<file path="src/verilog/msp_pkg.sv">
// package: register map, field layout and carriers for write requests and read values
package msp_pkg;

  // register byte offsets
  localparam logic [31:0] OFS_DATA_RAM_SIZE = 32'h0000_0000;
  localparam logic [31:0] OFS_USER_PROGRAM_BASE = 32'h0000_0004;
  localparam logic [31:0] OFS_PROGRAM_FLASH_SIZE = 32'h0000_0008;
  localparam logic [31:0] OFS_BOOT_FLASH_SIZE = 32'h0000_000c;
  localparam logic [31:0] OFS_PARTITION_STATUS = 32'h0000_0010;

  // size encodings in bytes
  localparam logic [31:0] RAM_16K = 32'h0000_4000;
  localparam logic [31:0] RAM_32K = 32'h0000_8000;
  localparam logic [31:0] RAM_64K = 32'h0001_0000;
  localparam logic [31:0] FLASH_64K = 32'h0001_0000;
  localparam logic [31:0] FLASH_128K = 32'h0002_0000;
  localparam logic [31:0] FLASH_256K = 32'h0004_0000;
  localparam logic [31:0] FLASH_512K = 32'h0008_0000;
  localparam logic [31:0] BOOT_FLASH_BYTES = 32'h0000_3000;

  // user program base field layout
  localparam logic [31:0] BASE_WR_MASK = 32'h000f_f800;
  localparam logic [31:0] BASE_RESET = 32'h0000_0000;
  localparam int BASE_LSB = 11;
  localparam int BASE_MSB = 19;

  // partition status bit positions
  localparam int STAT_ABOVE_FLASH = 0;
  localparam int STAT_KERNEL_ONLY = 1;

  // bus response codes
  localparam logic [1:0] RESP_OKAY = 2'h0;
  localparam logic [1:0] RESP_SLVERR = 2'h2;

  typedef enum logic [2:0] {
    REG_DATA_RAM, REG_BASE, REG_PFLASH, REG_BOOT, REG_STATUS, REG_NONE
  } msp_reg_e;

  // a joined write request
  typedef struct packed {
    logic [31:0] addr;
    logic [31:0] data;
    logic [3:0] strb;
  } msp_wreq_s;

  // values offered to the read path
  typedef struct packed {
    logic [31:0] dataRam;
    logic [31:0] base;
    logic [31:0] pflash;
    logic [31:0] boot;
    logic [31:0] status;
  } msp_rdsrc_s;

  // address decode shared by both channels and the checks
  function automatic msp_reg_e msp_decode(input logic [31:0] addr);
    logic [31:0] word;
    word = {addr[31:2], 2'h0};
    if (word == OFS_DATA_RAM_SIZE) begin
      return REG_DATA_RAM;
    end else if (word == OFS_USER_PROGRAM_BASE) begin
      return REG_BASE;
    end else if (word == OFS_PROGRAM_FLASH_SIZE) begin
      return REG_PFLASH;
    end else if (word == OFS_BOOT_FLASH_SIZE) begin
      return REG_BOOT;
    end else if (word == OFS_PARTITION_STATUS) begin
      return REG_STATUS;
    end else begin
      return REG_NONE;
    end
  endfunction

endpackage

</file>
<file path="src/verilog/msp_regs.sv">
// memory size and partition register bank behind an axi4-lite slave
`timescale 1ns/1ps
module msp_regs #(
  parameter logic [31:0] DATA_RAM_BYTES = 32'h0001_0000,
  parameter logic [31:0] PROGRAM_FLASH_BYTES = 32'h0008_0000
) (
  // clock and reset
  input wire logic clk_sys,
  input wire logic rst_n,
  // write address
  input wire logic [31:0] awaddr,
  input wire logic awvalid,
  output logic awready,
  // write data
  input wire logic [31:0] wdata,
  input wire logic [3:0] wstrb,
  input wire logic wvalid,
  output logic wready,
  // write response
  output logic [1:0] bresp,
  output logic bvalid,
  input wire logic bready,
  // read address
  input wire logic [31:0] araddr,
  input wire logic arvalid,
  output logic arready,
  // read data
  output logic [31:0] rdata,
  output logic [1:0] rresp,
  output logic rvalid,
  input wire logic rready,
  // partition to the bus matrix
  output logic [31:0] userProgramBase,
  output logic baseAboveFlash,
  output logic kernelOnly
);
  import msp_pkg::*;

  // elaboration checks on the size configuration
  if (DATA_RAM_BYTES != RAM_16K && DATA_RAM_BYTES != RAM_32K &&
      DATA_RAM_BYTES != RAM_64K) begin : g_bad_ram
    $error("data ram size must be 16, 32 or 64 KB");
  end
  if (PROGRAM_FLASH_BYTES != FLASH_64K && PROGRAM_FLASH_BYTES != FLASH_128K &&
      PROGRAM_FLASH_BYTES != FLASH_256K &&
      PROGRAM_FLASH_BYTES != FLASH_512K) begin : g_bad_flash
    $error("program flash size must be 64, 128, 256 or 512 KB");
  end

  msp_wreq_s wreq;
  msp_rdsrc_s rdSrc;
  logic wrFire;
  logic [31:0] byteMask;
  logic [31:0] next_base;

  // write channels
  msp_axil_write u_write (
    .clk_sys(clk_sys),
    .rst_n(rst_n),
    .awaddr(awaddr),
    .awvalid(awvalid),
    .awready(awready),
    .wdata(wdata),
    .wstrb(wstrb),
    .wvalid(wvalid),
    .wready(wready),
    .bresp(bresp),
    .bvalid(bvalid),
    .bready(bready),
    .wreq(wreq),
    .wrFire(wrFire)
  );

  // read channels
  msp_axil_read u_read (
    .clk_sys(clk_sys),
    .rst_n(rst_n),
    .araddr(araddr),
    .arvalid(arvalid),
    .arready(arready),
    .rdata(rdata),
    .rresp(rresp),
    .rvalid(rvalid),
    .rready(rready),
    .src(rdSrc)
  );

  // byte lanes expanded to a bit mask
  genvar lane;
  for (lane = 0; lane < 4; lane++) begin : g_lane
    assign byteMask[lane*8 +: 8] = {8{wreq.strb[lane]}};
  end

  // only bits 19:11 take new data, the rest stay zero
  assign next_base = (userProgramBase & ~(byteMask & BASE_WR_MASK)) |
                     (wreq.data & byteMask & BASE_WR_MASK);

  // user program base register, zero after reset
  always_ff @(posedge clk_sys or negedge rst_n) begin
    if (!rst_n) begin
      userProgramBase <= BASE_RESET;
    end else if (wrFire && msp_decode(wreq.addr) == REG_BASE) begin
      userProgramBase <= next_base;
    end
  end

  // partition status follows the base with one cycle of delay
  always_ff @(posedge clk_sys or negedge rst_n) begin
    if (!rst_n) begin
      baseAboveFlash <= 1'b0;
      kernelOnly <= 1'b1;
    end else begin
      baseAboveFlash <= userProgramBase > PROGRAM_FLASH_BYTES;
      kernelOnly <= userProgramBase == BASE_RESET;
    end
  end

  // read sources; size registers are constants no write can reach
  always_comb begin
    rdSrc.dataRam = DATA_RAM_BYTES;
    rdSrc.base = userProgramBase;
    rdSrc.pflash = PROGRAM_FLASH_BYTES;
    rdSrc.boot = BOOT_FLASH_BYTES;
    rdSrc.status = 32'h0000_0000;
    rdSrc.status[STAT_ABOVE_FLASH] = baseAboveFlash;
    rdSrc.status[STAT_KERNEL_ONLY] = kernelOnly;
  end

  // helper: high from the first edge after reset release
  logic resetSeen;
  always_ff @(posedge clk_sys or negedge rst_n) begin
    if (!rst_n) begin
      resetSeen <= 1'b0;
    end else begin
      resetSeen <= 1'b1;
    end
  end

  // helper: decoded read and write targets
  msp_reg_e arTarget;
  msp_reg_e wrTarget;
  assign arTarget = msp_decode(araddr);
  assign wrTarget = msp_decode(wreq.addr);

  // read of the data ram size returns the configured byte count
  a_ram_size_read: assert property (@(posedge clk_sys) disable iff (!rst_n)
    arvalid && arready && arTarget == REG_DATA_RAM |=>
      rvalid && rresp == RESP_OKAY && rdata == DATA_RAM_BYTES)
    else $error("data ram size read returned a wrong value");

  // read of the program flash size returns the configured byte count
  a_flash_size_read: assert property (@(posedge clk_sys) disable iff (!rst_n)
    arvalid && arready && arTarget == REG_PFLASH |=>
      rvalid && rdata == PROGRAM_FLASH_BYTES ##1
      (rdata == PROGRAM_FLASH_BYTES || !rvalid))
    else $error("program flash size read returned a wrong value");

  // read of the boot flash size always returns 12 KB
  a_boot_size_read: assert property (@(posedge clk_sys) disable iff (!rst_n)
    arvalid && arready && arTarget == REG_BOOT |=>
      rvalid && rdata == 32'h0000_3000)
    else $error("boot flash size read returned a wrong value");

  // a full-strobe write to the base lands in bits 19:11 only
  a_base_write_lands: assert property (@(posedge clk_sys) disable iff (!rst_n)
    wrFire && wrTarget == REG_BASE && wreq.strb == 4'hf |=>
      userProgramBase == ($past(wreq.data) & 32'h000f_f800) &&
      bvalid && bresp == RESP_OKAY)
    else $error("base write did not store bits 19 to 11");

  // the base then reads back what was stored
  a_base_read_back: assert property (@(posedge clk_sys) disable iff (!rst_n)
    arvalid && arready && arTarget == REG_BASE |=>
      rdata == $past(userProgramBase) && rdata[10:0] == 11'h000)
    else $error("base read back differs or low bits set");

  // bits 31:20 never hold a one
  a_base_high_zero: assert property (@(posedge clk_sys) disable iff (!rst_n)
    userProgramBase[31:20] == 12'h000 && rdSrc.base[10:0] == 11'h000)
    else $error("unimplemented base bits are not zero");

  // the first cycle after reset shows a zero base and kernel only
  a_reset_base_zero: assert property (@(posedge clk_sys) disable iff (!rst_n)
    !resetSeen |-> userProgramBase == 32'h0000_0000 && kernelOnly)
    else $error("base not zero after reset");

  // a write to a size register leaves everything as it was
  a_ro_write_ignored: assert property (@(posedge clk_sys) disable iff (!rst_n)
    wrFire && (wrTarget == REG_DATA_RAM || wrTarget == REG_PFLASH ||
               wrTarget == REG_BOOT) |=>
      $stable(userProgramBase) && bvalid && bresp == RESP_OKAY ##1
      rdSrc.dataRam == DATA_RAM_BYTES && rdSrc.boot == 32'h0000_3000)
    else $error("write to a read-only size register had an effect");

  // the status flag tracks a base beyond the flash size
  a_above_flash_flag: assert property (@(posedge clk_sys) disable iff (!rst_n)
    resetSeen |=> baseAboveFlash ==
      ($past(userProgramBase) > PROGRAM_FLASH_BYTES))
    else $error("above-flash flag does not follow the base");

  // unmapped read addresses answer with an error and zero data
  a_unmapped_error: assert property (@(posedge clk_sys) disable iff (!rst_n)
    arvalid && arready && arTarget == REG_NONE |=>
      rvalid && rresp == RESP_SLVERR && rdata == 32'h0000_0000)
    else $error("unmapped read did not answer with an error");

  // scenarios worth seeing
  c_base_written: cover property (@(posedge clk_sys) disable iff (!rst_n)
    wrFire && wrTarget == REG_BASE ##1 userProgramBase != 32'h0000_0000);
  c_ro_written: cover property (@(posedge clk_sys) disable iff (!rst_n)
    wrFire && wrTarget == REG_PFLASH);
  c_base_over_flash: cover property (@(posedge clk_sys) disable iff (!rst_n)
    baseAboveFlash);
  c_unmapped_read: cover property (@(posedge clk_sys) disable iff (!rst_n)
    rvalid && rresp == RESP_SLVERR);

endmodule // msp_regs

</file>
<file path="src/verilog/msp_axil_write.sv">
// write channels: joins address and data in either order, answers on b
`timescale 1ns/1ps
module msp_axil_write (
  // clock and reset
  input wire logic clk_sys,
  input wire logic rst_n,
  // write address
  input wire logic [31:0] awaddr,
  input wire logic awvalid,
  output logic awready,
  // write data
  input wire logic [31:0] wdata,
  input wire logic [3:0] wstrb,
  input wire logic wvalid,
  output logic wready,
  // write response
  output logic [1:0] bresp,
  output logic bvalid,
  input wire logic bready,
  // joined request to the register file
  output msp_pkg::msp_wreq_s wreq,
  output logic wrFire
);
  import msp_pkg::*;

  logic awHeld;
  logic wHeld;
  logic [31:0] heldAddr;
  logic [31:0] heldData;
  logic [3:0] heldStrb;

  // one driver per captured field, joined here for the register file
  assign wreq = '{addr: heldAddr, data: heldData, strb: heldStrb};

  // both halves present and no answer outstanding
  assign wrFire = awHeld && wHeld && !bvalid;

  // address capture
  always_ff @(posedge clk_sys or negedge rst_n) begin
    if (!rst_n) begin
      awHeld <= 1'b0;
      awready <= 1'b0;
      heldAddr <= 32'h0000_0000;
    end else if (awvalid && awready) begin
      awHeld <= 1'b1;
      awready <= 1'b0;
      heldAddr <= awaddr;
    end else if (wrFire) begin
      awHeld <= 1'b0;
    end else if (!awHeld && !bvalid) begin
      awready <= 1'b1;
    end
  end

  // data capture
  always_ff @(posedge clk_sys or negedge rst_n) begin
    if (!rst_n) begin
      wHeld <= 1'b0;
      wready <= 1'b0;
      heldData <= 32'h0000_0000;
      heldStrb <= 4'h0;
    end else if (wvalid && wready) begin
      wHeld <= 1'b1;
      wready <= 1'b0;
      heldData <= wdata;
      heldStrb <= wstrb;
    end else if (wrFire) begin
      wHeld <= 1'b0;
    end else if (!wHeld && !bvalid) begin
      wready <= 1'b1;
    end
  end

  // response, unmapped addresses answer with an error
  always_ff @(posedge clk_sys or negedge rst_n) begin
    if (!rst_n) begin
      bvalid <= 1'b0;
      bresp <= RESP_OKAY;
    end else if (wrFire) begin
      bvalid <= 1'b1;
      bresp <= (msp_decode(wreq.addr) == REG_NONE) ? RESP_SLVERR : RESP_OKAY;
    end else if (bvalid && bready) begin
      bvalid <= 1'b0;
    end
  end

endmodule // msp_axil_write

</file>
<file path="src/verilog/msp_axil_read.sv">
// read channels: takes one address, answers with registered data
`timescale 1ns/1ps
module msp_axil_read (
  // clock and reset
  input wire logic clk_sys,
  input wire logic rst_n,
  // read address
  input wire logic [31:0] araddr,
  input wire logic arvalid,
  output logic arready,
  // read data
  output logic [31:0] rdata,
  output logic [1:0] rresp,
  output logic rvalid,
  input wire logic rready,
  // register values
  input wire msp_pkg::msp_rdsrc_s src
);
  import msp_pkg::*;

  // data are sampled at the edge that takes the address
  always_ff @(posedge clk_sys or negedge rst_n) begin
    if (!rst_n) begin
      arready <= 1'b0;
      rvalid <= 1'b0;
      rdata <= 32'h0000_0000;
      rresp <= RESP_OKAY;
    end else if (arvalid && arready) begin
      arready <= 1'b0;
      rvalid <= 1'b1;
      rresp <= RESP_OKAY;
      case (msp_decode(araddr))
        REG_DATA_RAM: rdata <= src.dataRam;
        REG_BASE: rdata <= src.base;
        REG_PFLASH: rdata <= src.pflash;
        REG_BOOT: rdata <= src.boot;
        REG_STATUS: rdata <= src.status;
        default: begin
          rdata <= 32'h0000_0000;
          rresp <= RESP_SLVERR;
        end
      endcase
    end else if (rvalid && rready) begin
      rvalid <= 1'b0;
    end else if (!rvalid) begin
      arready <= 1'b1;
    end
  end

endmodule // msp_axil_read

</file>
<file path="config.mk">
export PLATFORM = sky130hd
export DESIGN_NAME = msp_regs
export DESIGN_NICKNAME = d
export VERILOG_FILES = /design/src/verilog/msp_pkg.sv /design/src/verilog/msp_regs.sv /design/src/verilog/msp_axil_write.sv /design/src/verilog/msp_axil_read.sv
export SDC_FILE = /design/constraint.sdc
export NUM_CORES = 1
export LEC_CHECK = 0
export BUFFER_PORTS_ARGS = -buffer_cell sky130_fd_sc_hd__buf_4
export CAP_MARGIN = 20
export CELL_PAD_IN_SITES_DETAIL_PLACEMENT = 1
export CELL_PAD_IN_SITES_GLOBAL_PLACEMENT = 2
export CORE_AREA = 2 2 116 118
export DETAILED_ROUTE_END_ITERATION = 10
export DIE_AREA = 0 0 118 120
export PLACE_DENSITY = 0.81
export SLEW_MARGIN = 20
export SYNTH_ARGS = -nofsm -noshare
export SYNTH_HDL_FRONTEND = slang
export SYNTH_SLANG_ARGS = --single-unit
</file>
<file path="constraint.sdc">
create_clock -name clk_sys -period 2.1 [get_ports clk_sys]
set_clock_uncertainty 0.1 [all_clocks]
set_input_delay 0.105 -clock clk_sys [delete_from_list [all_inputs] [get_ports clk_sys]]
set_output_delay 0.105 -clock clk_sys [all_outputs]
set_load 0.01 [all_outputs]
</file>
==> results.sh <==
export IMPL_cts_setup_buffers=0
export IMPL_synth_flop_cell="dfrtp_1"
export IMPL_h_tree_depth=3
export IMPL_status="completed"
export IMPL_post_route_period_util_pct=94.5
export IMPL_cts_sinks=72
export IMPL_core_area_sq_um=13000
export IMPL_die_w_um=118
export IMPL_ant_nets=0
export IMPL_io_pins=182
export IMPL_num_rows=42
export IMPL_placed_cell_area_sq_um=4220
export IMPL_synth_top_area_share_pct=53.7
export IMPL_fin_nets=540
export IMPL_startpoint="u_write.heldAddr[24]"
export IMPL_synth_edf_count=0
export IMPL_crit_arrival_ps=2100
export IMPL_grt_total_usage_pct=13.4
export IMPL_ir_drop_mv=0.576
export IMPL_via_per_inst=4.14
export IMPL_die_y_um=120
export IMPL_finalMaxSlewViolations=0
export IMPL_hold_viol=0
export IMPL_root_buffer="clkbuf_16"
export IMPL_startpoint_type="register"
export IMPL_drt_iter0_drc=90
export IMPL_clockBufferDepth=2
export IMPL_synth_cell_types=35
export IMPL_setup_slack_ps=115
export IMPL_netlist_instances=266
export IMPL_hpwlAfterDp_um=6610
export IMPL_min_from="araddr[3]"
export IMPL_clk_latency_ps=330
export IMPL_critPathKind="register to register"
export IMPL_start_util_pct=25.5
export IMPL_synth_largest_area_cell="dfrtp_1"
export IMPL_syn_to_final_growth_pct=52.0
export IMPL_antenna_found_initial=0
export IMPL_grt_pass1_vias=2885
export IMPL_grt_max_degree=38
export IMPL_p_leak_nw=2.38
export IMPL_drive_gt1_share_pct=45.4
export IMPL_finalPower_mw=4.93
export IMPL_yosys_top_cells_area="dfrtp_1, mux2_2, buf_4"
export IMPL_gp_congestion=0.798
export IMPL_ys_seq_elements=72
export IMPL_num_vias=2541
export IMPL_cts_tree="built"
export IMPL_yosysMostFrequentCell="dfrtp_1"
export IMPL_async_flop_share_pct=100
export IMPL_synth_area_sq_um=3310
export IMPL_yosysWarnings=0
export IMPL_rsz0062_at_grt="yes"
export IMPL_hold_path_class="input pin to register"
export IMPL_stdcell_area_sq_um=5030
export IMPL_cp_max_fo=5
export IMPL_grt_pass1_wl_um=14800
export IMPL_r2r_start="u_write.heldAddr[24]"
export IMPL_avgSynthCellArea_sq_um=12.4
export IMPL_pre_cts_slack_ps=12.6
export IMPL_powerDensity_nw_per_um2=981
export IMPL_drc_errors=0
export IMPL_clk_pin_slew_worst_paths_ps=60
export IMPL_rrSetupSlack_ps=120
export IMPL_synth_seq_area_share_pct=54.5
export IMPL_critPathCaptureType="register"
export IMPL_synth_common_cells="dfrtp_1, mux2_2, buf_4"
export IMPL_cap_violations=0
export IMPL_drt_wl_total_um=9170
export IMPL_min_period_ps=1980
export IMPL_dieArea_sq_um=14200
export IMPL_io_buffer_count=106
export IMPL_overflow=0
export IMPL_max_freq_ghz=0.504
export IMPL_drtPass1Iterations=4
export IMPL_cts_made_buffers=9
export IMPL_required_ps=2210
export IMPL_setup_viol=0
export IMPL_diodes=0
export IMPL_r2r_cells=6
export IMPL_wl_per_cell_um=14.9
## timing repair
item | CTS | global route
hold buffers | 46 | 0
pin swaps | 0 | 4
endpoints found under the setup margin | 5 | 9
gates resized for setup | 1 | 8
hold endpoints to repair | 82 | 0
## area by class of cell
class / count / area, sq um
inverter: 7 / 26.3
sequential: 72 / 1800
clock inverter: 7 / 72.6
tap: 176 / 220
clock buffer: 9 / 225
multi-input combinational: 179 / 1310
fill: 1420 / 7950
timing repair buffer: 164 / 1370
## routing by layer
layer  GRT usage (%)  wire, um  vias to the layer above
met1            13.0      3300                     1236
met5               0         0                        -
met2            25.8      5070                      113
met3            6.18       744                        6
li1                -         -                     1186
met4            2.86        45                        0
## worst max-delay path: stages, from the launching register on
cell and delay [ps]:
dfrtp_1 400, nor4_2 320, nand4_1 180, buf_6 170, nor4_4 210, buf_6 160, mux2_2 330
## cells by family after synthesis
kind of cell	after synthesis	share of synthesized area, %
multiplexers	50	17.0
AO/OA/AOI/OAI	27	6.09
flip-flops	72	54.5
other	1	0.113
AND/OR/NAND/NOR	56	10.2
buffers and inverters	60	12.0
## worst min-delay path by stage
stage                                 to  cells past startpoint
floorplan                      async pin                      0
global placement    u_write.heldAddr[10]                      1
detailed placement  u_write.heldAddr[14]                      1
CTS                      u_read.rdata[0]                      4
global route            u_read.rdata[16]                      4
finish                   u_read.rdata[0]                      4
## cell usage in the layout (no fill, tap or decap), types with 3 or more instances in the layout
master	instances
buf_4	115
dfrtp_1	71
mux2_2	47
conb_1	46
dlygate4sd3_1	46
nor4_1	11
nand2_1	11
clkbuf_16	9
o21ai_0	8
nor2_1	7
inv_1	7
and2_1	6
nand4_1	5
a31o_2	5
nor4_4	3
mux2_4	3
o21a_1	3
## report_power, final
part / internal [mW] / switching (mW)
Combinational: 0.723 / 0.515
Clock: 0.919 / 0.596
Sequential: 1.86 / 0.313
Total: 3.51 / 1.42
## per-stage QoR
step | util, % | hold slack (ps) | TNS (ps) | cells
finish | 38.7 | 55.7 | 0 | 614
global route | 38.7 | 60.2 | -45.0 | 614
CTS | 38.4 | 34.3 | 0 | 614
detailed placement | 32.5 | 11.1 | 0 | 552
global placement | 32.5 | 2.44 | -68.0 | 552
floorplan | - | -291 | 0 | 311
No activity file was read; power rests on OpenSTA's default activity.
